### src/include/usf_params.svh
// Constants for the status flag logic: flag positions, widths, reset values.
// Assumes inclusion by bare name from the package and the design files.
`ifndef USF_PARAMS_SVH
`define USF_PARAMS_SVH
// Host flag bit positions in o_host_flags.
`define USF_H_SETUP 0
`define USF_H_IN 1
`define USF_H_OUT 2
`define USF_H_LPM 3
`define USF_H_TOGGLE 4
`define USF_H_NAK 5
`define USF_H_SPLIT 6
`define USF_NHOST 7
// Device-mode flag count and endpoint width.
`define USF_NDEV 7
`define USF_EPW 4
`define USF_QDEPTH 16
`define USF_QAW 4
// Status word layout: flags in the low bits, endpoint above them.
`define USF_WORD_EP_LSB 8
`define USF_WORD_W 16
`define USF_FLAGS_RST 7'h00
`endif

### src/include/usf_pkg.sv
// Types shared by the status flag logic.
// Assumes the params header is on the include path.
`include "usf_params.svh"
package usf_pkg;
  typedef struct packed {
    logic [`USF_EPW-1:0] ep;
    logic [`USF_NDEV-1:0] flag;
  } usf_entry_t;
  typedef enum logic [1:0] {
    USF_IDLE = 2'b01,
    USF_SHOW = 2'b10
  } usf_head_t;
endpackage

### src/hdl/usf_queue_mem.sv
// Small memory for queued device-mode status entries.
// Assumes one write and one registered read port on i_clk.
`timescale 1ns/1ps
`include "usf_params.svh"
module usf_queue_mem #(
  parameter int AW = `USF_QAW,
  parameter int DW = `USF_EPW + `USF_NDEV
) (
  input wire logic i_clk,
  input wire logic i_ce,
  input wire logic i_we,
  input wire logic [AW-1:0] i_waddr,
  input wire logic [DW-1:0] i_wdata,
  input wire logic [AW-1:0] i_raddr,
  output logic [DW-1:0] o_rdata
);
  logic [DW-1:0] mem [0:(1<<AW)-1];
  always_ff @(posedge i_clk) begin
    if (i_ce && i_we) begin
      mem[i_waddr] <= i_wdata;
    end
  end
  always_ff @(posedge i_clk) begin
    if (i_ce) begin
      o_rdata <= mem[i_raddr];
    end
  end
endmodule

### src/hdl/usf_status_flags.sv
// Transaction status flags of the serial interface engine, host and device.
// Assumes events are single-cycle pulses synchronous to i_clk.
`timescale 1ns/1ps
`include "usf_params.svh"
module usf_status_flags #(
  parameter int QAW = `USF_QAW
) (
  input wire logic i_clk,
  input wire logic i_srst,
  input wire logic i_ce,
  input wire logic i_host_mode,
  input wire logic i_script_start,
  input wire logic i_setup_sent,
  input wire logic i_in_rcvd,
  input wire logic i_in_stall,
  input wire logic i_in_toggle_bad,
  input wire logic i_out_sent,
  input wire logic i_lpm_sent,
  input wire logic i_nak_valid,
  input wire logic i_no_retry,
  input wire logic i_csplit_err,
  input wire logic [`USF_NHOST-1:0] i_host_clr,
  input wire logic i_dev_ev,
  input wire usf_pkg::usf_entry_t i_dev_entry,
  input wire logic [`USF_NDEV-1:0] i_dev_clr,
  input wire logic i_status_wr,
  output logic [`USF_NHOST-1:0] o_host_flags,
  output logic [`USF_NDEV-1:0] o_dev_flags,
  output logic [`USF_WORD_W-1:0] o_status_queue_word,
  output logic o_queue_full
);
  import usf_pkg::*;

  // ==========================================================
  // Host mode flags
  logic block_done;
  logic [`USF_NHOST-1:0] host_set;
  always_comb begin
    block_done = (i_nak_valid && i_no_retry) || i_csplit_err;
    host_set = '0;
    if (i_host_mode) begin
      host_set[`USF_H_SETUP] = i_setup_sent && !block_done;
      host_set[`USF_H_IN] = i_in_rcvd && !i_in_stall && !i_in_toggle_bad
                            && !block_done;
      host_set[`USF_H_OUT] = i_out_sent && !block_done;
      host_set[`USF_H_LPM] = i_lpm_sent;
      host_set[`USF_H_TOGGLE] = i_in_rcvd && i_in_toggle_bad;
      host_set[`USF_H_NAK] = i_nak_valid && i_no_retry;
      host_set[`USF_H_SPLIT] = i_csplit_err;
    end
  end

  // direct sticky flags
  // A set in the same cycle as its clear wins, so no event is lost.
  always_ff @(posedge i_clk) begin
    if (i_srst) begin
      o_host_flags <= '0;
    end else if (i_ce) begin
      if (i_script_start) begin
        o_host_flags <= '0;
      end else begin
        o_host_flags <= (o_host_flags & ~i_host_clr) | host_set;
      end
    end
  end

  // ==========================================================
  // Device mode queue
  logic [QAW:0] wr_ptr;
  logic [QAW:0] rd_ptr;
  logic [QAW:0] count;
  logic push;
  logic pop;
  logic flush;
  logic mem_valid;
  usf_entry_t head;
  usf_entry_t mem_rdata;
  usf_head_t hstate;
  logic [QAW-1:0] next_raddr;

  assign count = wr_ptr - rd_ptr;
  assign o_queue_full = count[QAW];
  assign flush = i_status_wr || i_script_start;
  assign push = !i_host_mode && i_dev_ev && !o_queue_full && !flush;
  assign pop = (hstate == USF_SHOW) && |(i_dev_clr & head.flag) && !flush;

  // The memory read lags one cycle, so the head register is loaded from
  // the entry at rd_ptr one cycle after it is known to be present.
  assign next_raddr = pop ? QAW'(rd_ptr + 1'b1) : rd_ptr[QAW-1:0];

  always_ff @(posedge i_clk) begin
    if (i_srst) begin
      wr_ptr <= '0;
      rd_ptr <= '0;
    end else if (i_ce) begin
      if (flush) begin
        wr_ptr <= '0;
        rd_ptr <= '0;
      end else begin
        if (push) begin
          wr_ptr <= wr_ptr + 1'b1;
        end
        if (pop) begin
          rd_ptr <= rd_ptr + 1'b1;
        end
      end
    end
  end

  // Read data is valid when an entry sat at the read address last cycle.
  always_ff @(posedge i_clk) begin
    if (i_srst) begin
      mem_valid <= 1'b0;
    end else if (i_ce) begin
      mem_valid <= !flush && (next_raddr != wr_ptr[QAW-1:0]
                   || (count != '0 && !pop) || count > 1);
    end
  end

  always_ff @(posedge i_clk) begin
    if (i_srst) begin
      hstate <= USF_IDLE;
      head <= '0;
    end else if (i_ce) begin
      case (hstate)
        USF_IDLE: begin
          if (!flush && mem_valid && count != '0) begin
            hstate <= USF_SHOW;
            head <= mem_rdata;
          end
        end
        USF_SHOW: begin
          if (flush || pop) begin
            hstate <= USF_IDLE;
            head <= '0;
          end
        end
        default: begin
          hstate <= USF_IDLE;
          head <= '0;
        end
      endcase
    end
  end

  usf_queue_mem #(
    .AW(QAW),
    .DW(`USF_EPW + `USF_NDEV)
  ) u_mem (
    .i_clk(i_clk),
    .i_ce(i_ce),
    .i_we(push),
    .i_waddr(wr_ptr[QAW-1:0]),
    .i_wdata(i_dev_entry),
    .i_raddr(next_raddr),
    .o_rdata(mem_rdata)
  );

  always_ff @(posedge i_clk) begin
    if (i_srst) begin
      o_dev_flags <= `USF_FLAGS_RST;
      o_status_queue_word <= '0;
    end else if (i_ce) begin
      if (hstate == USF_SHOW && !flush && !pop) begin
        o_dev_flags <= head.flag;
        o_status_queue_word <= '0;
        o_status_queue_word[`USF_NDEV-1:0] <= head.flag;
        o_status_queue_word[`USF_WORD_EP_LSB +: `USF_EPW] <= head.ep;
      end else begin
        o_dev_flags <= `USF_FLAGS_RST;
        o_status_queue_word <= '0;
      end
    end
  end

  // ==========================================================
  // Checks
  // Each check watches what the block drives; events count only with the
  // clock enable high, since a frozen cycle changes nothing.
  host_direct_a: assert property (
    @(posedge i_clk) disable iff (i_srst)
    i_ce && i_host_mode && i_setup_sent && !block_done && !i_script_start
    |=> o_host_flags[`USF_H_SETUP])
    else $error("setup flag not raised");
  in_stall_a: assert property (
    @(posedge i_clk) disable iff (i_srst)
    i_ce && i_in_rcvd && i_in_stall && !o_host_flags[`USF_H_IN]
    |=> !o_host_flags[`USF_H_IN])
    else $error("in flag set on stall");
  out_sent_a: assert property (
    @(posedge i_clk) disable iff (i_srst)
    i_ce && i_host_mode && i_out_sent && !block_done && !i_script_start
    |=> o_host_flags[`USF_H_OUT])
    else $error("out flag not raised");
  lpm_sent_a: assert property (
    @(posedge i_clk) disable iff (i_srst)
    i_ce && i_host_mode && i_lpm_sent && !i_script_start
    |=> o_host_flags[`USF_H_LPM])
    else $error("lpm flag not raised");
  toggle_bad_a: assert property (
    @(posedge i_clk) disable iff (i_srst)
    i_ce && i_host_mode && i_in_rcvd && i_in_toggle_bad && !i_script_start
    |=> o_host_flags[`USF_H_TOGGLE])
    else $error("toggle mismatch not raised");
  in_toggle_a: assert property (
    @(posedge i_clk) disable iff (i_srst)
    i_ce && i_in_rcvd && i_in_toggle_bad && !o_host_flags[`USF_H_IN]
    |=> !o_host_flags[`USF_H_IN])
    else $error("in flag set on bad toggle");
  nak_block_a: assert property (
    @(posedge i_clk) disable iff (i_srst)
    i_ce && block_done && (o_host_flags[2:0] & ~i_host_clr[2:0]) == 3'h0
    |=> o_host_flags[2:0] == 3'h0)
    else $error("completion set with nak or split error");
  nak_flag_a: assert property (
    @(posedge i_clk) disable iff (i_srst)
    i_ce && i_host_mode && i_nak_valid && i_no_retry && !i_script_start
    |=> o_host_flags[`USF_H_NAK])
    else $error("nak flag not raised");
  split_err_a: assert property (
    @(posedge i_clk) disable iff (i_srst)
    i_ce && i_host_mode && i_csplit_err && !i_script_start
    |=> o_host_flags[`USF_H_SPLIT])
    else $error("split error not raised");
  host_hold_a: assert property (
    @(posedge i_clk) disable iff (i_srst)
    i_ce && !i_script_start && (o_host_flags & ~i_host_clr) != '0
    |=> (o_host_flags & $past(o_host_flags & ~i_host_clr))
        == $past(o_host_flags & ~i_host_clr))
    else $error("host flag dropped");
  dev_quiet_a: assert property (
    @(posedge i_clk) disable iff (i_srst)
    i_ce && !i_host_mode && o_host_flags == '0
    |=> o_host_flags == '0)
    else $error("host flag set in device mode");
  start_clear_a: assert property (
    @(posedge i_clk) disable iff (i_srst)
    i_ce && i_script_start |=> o_host_flags == '0 && count == '0
    && o_dev_flags == '0)
    else $error("flags not cleared at start");
  flush_q_a: assert property (
    @(posedge i_clk) disable iff (i_srst)
    i_ce && i_status_wr |=> count == '0 ##1 o_status_queue_word == '0)
    else $error("status write did not empty queue");
  head_hold_a: assert property (
    @(posedge i_clk) disable iff (i_srst)
    i_ce && hstate == USF_SHOW && !pop && !flush
    |=> hstate == USF_SHOW && $stable(head))
    else $error("queue advanced without head clear");
  pop_step_a: assert property (
    @(posedge i_clk) disable iff (i_srst)
    i_ce && pop |=> rd_ptr == $past(rd_ptr) + 1'b1)
    else $error("queue did not advance by one");
  clear_other_a: assert property (
    @(posedge i_clk) disable iff (i_srst)
    i_ce && !flush && (i_dev_clr & head.flag) == '0 |=> $stable(rd_ptr))
    else $error("queue advanced on a foreign clear");
  word_show_a: assert property (
    @(posedge i_clk) disable iff (i_srst)
    i_ce && hstate == USF_SHOW && !pop && !flush
    |=> o_status_queue_word[`USF_WORD_EP_LSB +: `USF_EPW]
        == $past(head.ep))
    else $error("status word endpoint wrong");
  idle_word_a: assert property (
    @(posedge i_clk) disable iff (i_srst)
    i_ce && hstate != USF_SHOW |=> o_status_queue_word == '0)
    else $error("status word shown with empty head");
  // An overfilled queue would wrap the pointers and silently reorder the
  // entries, so the count must never pass the depth.
  count_bound_a: assert property (
    @(posedge i_clk) disable iff (i_srst)
    count <= (1 << QAW))
    else $error("queue count past depth");
  full_drop_a: assert property (
    @(posedge i_clk) disable iff (i_srst)
    i_ce && o_queue_full && !flush |=> $stable(wr_ptr))
    else $error("write into full queue");
  head_order_a: assert property (
    @(posedge i_clk) disable iff (i_srst)
    (i_ce && push && count == '0) ##1 (i_ce && !flush) ##1 (i_ce && !flush)
    |=> head == $past(i_dev_entry, 3))
    else $error("head is not the oldest entry");
endmodule

### config.mk
export PLATFORM = sky130hd
export DESIGN_NAME = usf_status_flags
export DESIGN_NICKNAME = d
export VERILOG_FILES = /design/src/include/usf_pkg.sv /design/src/hdl/usf_queue_mem.sv /design/src/hdl/usf_status_flags.sv
export VERILOG_INCLUDE_DIRS = /design/src /design/src/include
export SDC_FILE = /design/constraint.sdc
export NUM_CORES = 1
export LEC_CHECK = 0
export ABC_AREA = 0
export BUFFER_PORTS_ARGS = -buffer_cell sky130_fd_sc_hd__buf_2
export CAP_MARGIN = 5
export CORE_MARGIN = 5
export CORE_UTILIZATION = 50
export CTS_CLUSTER_SIZE = 8
export DETAILED_ROUTE_END_ITERATION = 7
export PLACE_DENSITY_LB_ADDON = 0.2
export SYNTH_ARGS = -nofsm -noshare
export SYNTH_HDL_FRONTEND = slang
export SYNTH_SLANG_ARGS = --single-unit
### constraint.sdc
create_clock -name i_clk -period 4.72 [get_ports i_clk]
set_clock_uncertainty 0.2 [all_clocks]
set_input_delay 0.472 -clock i_clk [delete_from_list [all_inputs] [get_ports i_clk]]
set_output_delay 0.472 -clock i_clk [all_outputs]
set_load 0.05 [all_outputs]
==> results of run 1 <==
-- state kept, by name, indices dropped and copies added (netlist names) --
register and cells:
wr_ptr 5, u_mem.o_rdata 11, o_status_queue_word 5, head 11
mem_valid 1, hstate 2, rd_ptr 5, o_dev_flags 6
u_mem.mem 176, o_host_flags 7
-- Yosys cell counts (all sizes together) (7+ instances only) --
| cell type | n |
|---|---|
| o22ai | 14 |
| a31oi | 10 |
| edfxtp | 187 |
| nand3 | 9 |
| mux2 | 31 |
| inv | 39 |
| ha | 9 |
| a221oi | 11 |
| mux4 | 24 |
| buf | 25 |
| nand2 | 15 |
| clkbuf | 37 |
| o2111ai | 7 |
| o32ai | 16 |
| xnor2 | 7 |
| a211oi | 7 |
| o21ai | 22 |
| nor2 | 46 |
| a22oi | 9 |
| mux2i | 31 |
| a21oi | 20 |
| dfxtp | 42 |
| and3 | 16 |
-- final timing paths --
path / from / end / cells after the start
worst max-delay path: rd_ptr[2] / u_mem.mem[7][9] / 7
worst min-delay path: i_setup_sent / o_host_flags[0] / 3
worst max register to register: rd_ptr[2] / u_mem.mem[7][9] / 7
worst min register to register: u_mem.o_rdata[0] / head[0] / 2
-- layout make-up --
| type | instances | area (um^2) | area share (%) |
|---|---|---|---|
| Timing Repair Buffer | 82 | 450 | 3.81 |
| Inverter | 40 | 150 | 1.27 |
| Clock buffer | 46 | 917 | 7.76 |
| Multi-Input combinational cell | 418 | 3470 | 29.4 |
| Clock inverter | 3 | 36.3 | 0.307 |
| Sequential cell | 229 | 6460 | 54.6 |
| Tap cell | 270 | 338 | 2.86 |
-- stage by stage --
| step | hold WS (ns) | cell area (um^2) | instances | total power, mW |
|---|---|---|---|---|
| 2_1_floorplan | 0.245 | 10400 | 749 | 2.27 |
| 3_3_place_gp | 0.257 | 10900 | 1039 | 2.32 |
| 3_5_place_dp | 0.269 | 10900 | 1039 | 2.32 |
| 4_1_cts | 0.0193 | 11800 | 1088 | 4.49 |
| 5_1_grt | 0.0382 | 11800 | 1088 | 4.59 |
| 6_report | 0.0351 | 11800 | 1088 | 4.45 |
-- power groups by stage --
stage	registers [mW]	logic (mW)	clock network, mW
6_report	2.19	0.0906	2.16
5_1_grt	2.19	0.0976	2.30
4_1_cts	2.19	0.0898	2.20
2_1_floorplan	2.23	0.0390	0
3_5_place_dp	2.23	0.0894	0
3_3_place_gp	2.23	0.0856	0
-- cell families after synthesis --
| kind of cell | after synthesis | synth area share, % |
|---|---|---|
| flip-flops | 229 | 62.4 |
| AO/OA/AOI/OAI | 177 | 13.0 |
| AND/OR/NAND/NOR | 131 | 6.53 |
| buffers and inverters | 102 | 4.35 |
| multiplexers | 86 | 11.6 |
| adder cells (fa/ha/maj) | 10 | 1.28 |
| XOR/XNOR | 9 | 0.835 |
| other | 1 | 0.0362 |
-- worst reg2reg max path: stages, from the launching register on --
cell and delay [ns]:
dfxtp_1 0.50, inv_1 0.20, ha_1 0.35, nor2b_1 0.15, o21a_1 0.18, o21ai_0 0.50, and4b_1 0.69, and3_1 0.72
-- routing by layer --
metal	up-vias	wire length (um)	global-route usage [%]	part of all wire, %
met5	-	0	0	0
li1	3053	-	-	-
met4	0	463	5.17	1.9
met3	42	2070	5.00	8.3
met2	299	12200	35.0	49
met1	3374	10300	28.0	41
==> impl_results.md, run 1 <==
- Post-route DRC: 0
- Post-synth EDFFs: 187
- Crit start category: register
- Area contributors post-synth: edfxtp_1 (54%), dfxtp_1 (8.1%), mux4_2 (5.2%)
- Crit end category: register
- Post-synthesis instance total: between 700 and 800
- Slew headroom: 28.7%
- Switching pwr: slightly below 0.9 mW
- GRT Util Overall: 21.0%
- Setup_tns: 0 ns
- Internal power: 3.56 mW
- Clk_lat worst skew: roughly 0.50 ns
- Final setup violation count: 0
- Switching Fraction: between 20 and 25%
- Slew Limit Fails: 0
- Syn-to-layout area delta: 14.2%
- Initial antenna violation count: 0
- Clock Tree Root: clkbuf_16
- FP Rows: 52
- DR pass1 iterations: 5
- RD Place Congestion: between 0.9 and 1
- Setup Buffers After CTS: 0
- Post-synth top area share: a little over half
- Crit-path max cell delay: slightly above 0.7 ns
- Final core utilization: between 50% and 60%
- Global-route wire length before repair: about 39 mm
- Synth Cell Area: roughly 10,000 um^2
- LEAKAGE: ~4.1 nW
- RSZ-0062 raised after global routing: false
- Final Hold Viols: 0
- Share of cells above drive strength 1: between 20% and 30%
- Critical-path cell list: inv_1 > ha_1 > nor2b_1 > o21a_1 > o21ai_0 > and4b_1 > and3_1
- Status: complete, no violations
- CTS Sinks: 229
- Yosys warns: 0
- Most frequent cells in the layout: edfxtp_1 (187), buf_2 (66), nor2_1 (46)
- Worst Hold Class: in2reg
- Die X: between 150 and 200 um
- Drt wl/cell: ~23 um
- CTS tree: done
- Top delay family on crit path: simple AND/OR/NAND/NOR gates
- Port buffer count: between 60 and 70
- Fillers: around 1,600
- H-tree Lvls: 2
- Commonest non-fill, non-tap cell in the layout: edfxtp_1
- Drt total wl: 25.0 mm
- Num CTS Buffers: 34
- Clk buf depth: 3
- CP max FO: 20
- WP data arrival: ~3.8 ns
- Slowest CP cell: and3_1
- ANT nets after route: 0
- Largest net degree at the start of global routing: 38
- Die Ht: between 150 and 200 um
- Most used DFF post-synth: edfxtp_1
- Number of global-route vias before repair: ~6,900
- Worst-margin pin slew: ~1.1 ns
- Register-to-Register Setup Slack: 0.84 ns
- Placeable Area: approximately 20,000 um^2
- Clock-pin slew on the worst setup and hold paths: around 0.05 ns
- Combinational power share: 2.0%
- Post-synth top area cell: edfxtp_1
- MaxCap Viol Count: 0
- Setup CP Type: reg2reg
- Vias per cell: slightly above 6
- Post-synthesis register bit count: 229
- Die area: roughly 24,000 um^2
- Period utilization: between 80% and 90%
- Flop pwr share: 49.3%
- Final worst path period need: 3.88 ns
- Netlist cell types: 66
- Total gr overflow: 0
- P per Cell Area: ~380 nW/um^2
- Initial core utilization: around 51%
- Async set or reset register ratio after synthesis: 0%
- Final WS setup: ~0.84 ns
- CTS Hold Bufs: 0
- Starting DRT DRC Count: 620
- Boundary Pins: 72
- Worst Path Buf+Inv: 1
- Hpwl dp: about 17 mm
- # nets final: 856
- Power share of the clock group: 48.6%
- F_max: ~260 MHz
- # diodes: 0
- Sequential share of the synthesized area: around 62%
- Post-CTS sizing: 0
- VDD IR-drop max: ~0.2 mV
- Syn Area/Cell: ~14 um^2
- Place WS: approximately 0.75 ns
- Req. time, crit path: ~4.6 ns
- Vias: between 6,000 and 7,000
Power figures use the tool's default switching activity.
==> inputs of run 2 (changes only) <==
==> constraint.sdc (replaced) <==
create_clock -name i_clk -period 3.5 [get_ports i_clk]
set_clock_uncertainty 0.2 [all_clocks]
set_input_delay 0.35 -clock i_clk [delete_from_list [all_inputs] [get_ports i_clk]]
set_output_delay 0.35 -clock i_clk [all_outputs]
set_load 0.05 [all_outputs]
==> run 2 against run 1 <==
Count of clock-buffer cells in the layout unchanged. Non-clock buffer count is 35 higher. Worst hold slack worse by 0.015 ns. Sequential share of layout area fell by 1.4 points. Wire length increased by 3.6%.
==> impl_results.md, run 2 (synthesis gave the netlist of run 1 again) <==
- Status: complete, no violations (unchanged)
- Top reg by flops: u_mem.mem (unchanged)
- Req. time, crit path: 3.54 ns (was 4.64 ns)
- Worst-margin pin slew: 1.12 ns (was 1.07 ns)
- Vias per cell: 6.20 (was 6.22)
- Final WS setup: 0.149 ns (was 0.842 ns)
- Setup CP Type: reg2reg (unchanged)
- Vias: 6,970 (was 6,768)
- Clock-pin slew on the worst setup and hold paths: 0.05 ns (about the same)
- Max FFs per register: 176 (unchanged)
- CTS Sinks: 229 (unchanged)
- CP startpoint: head[2] (was rd_ptr[2])
- Hold_sp: i_status_wr (was i_setup_sent)
- Worst Hold Class: in2reg (unchanged)
- Initial core utilization: 51.0% (unchanged)
- Placeable Area: 20,300 um^2 (unchanged)
- CTS tree: done (unchanged)
- Post-route DRC: 0 (unchanged)
- Final setup violation count: 0 (unchanged)
- Die X: 154 um (unchanged)
- # diodes: 0 (unchanged)
- Initial antenna violation count: 0 (unchanged)
- ANT nets after route: 0 (unchanged)
- Slew headroom: 25.2% (was 28.7%)
- RSZ-0062 raised after global routing: false (unchanged)
- CP max FO: 16 (was 20)
- Num CTS Buffers: 34 (unchanged)
- F_max: 298 MHz (was 258 MHz)
- Commonest non-fill, non-tap cell in the layout: edfxtp_1 (unchanged)
- H-tree Lvls: 2 (unchanged)
- Slowest CP cell: xnor2_2 (was and3_1)
- Final Hold Viols: 0 (unchanged)
- Starting DRT DRC Count: 502 (was 620)
- Clk_lat worst skew: 0.51 ns (was 0.50 ns)
- Critical-path cell list: a222oi_1 > buf_4 > a31oi_4 > xnor2_2 > mux2_2 > a221oi_1 > o2111ai_1 (was inv_1 > ha_1 > nor2b_1 > o21a_1 > o21ai_0 > and4b_1 > and3_1)
- Die Ht: 154 um (unchanged)
- Switching pwr: 1.22 mW (was 0.890 mW)
- Number of global-route vias before repair: 6,975 (was 6,860)
- Final worst path period need: 3.35 ns (was 3.88 ns)
- Die area: 23,700 um^2 (unchanged)
- DR pass1 iterations: 4 (was 5)
- Most frequent cells in the layout: edfxtp_1 (187), buf_2 (66), nor2_1 (46) (unchanged)
- RD Place Congestion: 0.851 (was 0.918)
- Share of cells above drive strength 1: 25.8% (was 22.9%)
- Total gr overflow: 0 (unchanged)
- Boundary Pins: 72 (unchanged)
- Port buffer count: 66 (unchanged)
- Crit end category: register (unchanged)
- Switching Fraction: 20.3% (was 20.0%)
- Global-route wire length before repair: 40.2 mm (was 38.8 mm)
- WP data arrival: 3.39 ns (was 3.80 ns)
- Combinational power share: 2.1% (was 2.0%)
- Drt wl/cell: 23.1 um (was 23.0 um)
- Slew Limit Fails: 0 (unchanged)
- Crit start category: register (unchanged)
- FP Rows: 52 (unchanged)
- Syn-to-layout area delta: 17.2% (was 14.2%)
- Crit-path max cell delay: 0.93 ns (was 0.71 ns)
- Hpwl dp: 17.4 mm (was 16.7 mm)
- Flop pwr share: 49.1% (was 49.3%)
- Period utilization: 95.7% (was 82.2%)
- Power share of the clock group: 48.8% (was 48.6%)
- P per Cell Area: 497 nW/um^2 (was 376 nW/um^2)
- Place WS: -0.0507 ns (was 0.751 ns)
- Clock Tree Root: clkbuf_16 (unchanged)
- Internal power: 4.81 mW (was 3.56 mW)
- Drt total wl: 25.9 mm (was 25.0 mm)
- Final core utilization: 59.8% (was 58.2%)
- GRT Util Overall: 21.7% (was 21.0%)
- Reg2reg start: head[2] (was rd_ptr[2])
- Largest net degree at the start of global routing: 35 (was 38)
- VDD IR-drop max: 0.357 mV (was 0.195 mV)
- MaxCap Viol Count: 0 (unchanged)
- # nets final: 892 (was 856)
- Regs by FF count: u_mem.mem: 176 flops, head: 11 flops, u_mem.o_rdata: 11 flops (unchanged)
- Setup Buffers After CTS: 0 (unchanged)
- Clk buf depth: 3 (unchanged)
- LEAKAGE: 4.27 nW (was 4.10 nW)
run 2: worst paths after layout:
check	slack (ns)	depth (start not counted)	endpoint
max	0.15	7	u_mem.o_rdata[10]
min	0.02	3	rd_ptr[4]
max reg2reg	0.15	7	u_mem.o_rdata[10]
min reg2reg	0.27	2	head[10]
run 2: metal layers:
layer | vias up | part of all wire, % | track usage (%)
li1 | 3133 | - | -
met4 | 0 | 3.0 | 7.57
met3 | 59 | 7.6 | 4.53
met1 | 3459 | 41 | 29.2
met5 | - | 0 | 0
met2 | 319 | 48 | 35.2
run 2: critical path, delay by kind of cell (launching register included):
kind	cells	cell delay (ns)
flops	1	0.33
mux	1	0.42
xor+xnor	1	0.93
compound gates	4	0.98
buf+inv	1	0.24
run 2: layout make-up:
cell class / instances / area (um^2)
Clock buffer: 46 / 917
Clock inverter: 3 / 33.8
Fill cell: 1553 / 8170
Inverter: 40 / 150
Multi-Input combinational cell: 419 / 3500
Sequential cell: 229 / 6460
Tap cell: 270 / 338
Timing Repair Buffer: 117 / 736
run 2: stage by stage:
step	total power, mW	hold WS [ns]	std cells	TNS, ns	cell area, um^2
2_1_floorplan	3.07	0.245	749	0	10400
3_3_place_gp	3.13	0.258	1065	0	11100
3_5_place_dp	3.13	0.269	1065	-0.0847	11100
4_1_cts	6.08	0.00420	1123	0	12100
5_1_grt	6.22	0.0365	1124	0	12100
6_report	6.03	0.0196	1124	0	12100
run 2: power groups by stage:
| stage | combinational (mW) | sequential (mW) | clock (mW) |
|---|---|---|---|
| global placement | 0.116 | 3.01 | 0 |
| floorplan | 0.0526 | 3.01 | 0 |
| global route | 0.140 | 2.95 | 3.12 |
| CTS | 0.128 | 2.96 | 3.00 |
| detailed placement | 0.121 | 3.01 | 0 |
| finish | 0.129 | 2.96 | 2.94 |
run 2: repair_timing:
action / CTS / global route
gates resized for setup: 0 / 5
setup endpoints to repair: 0 / 34
hold buffers: 9 / 0
endpoints found under the hold margin: 7 / 0
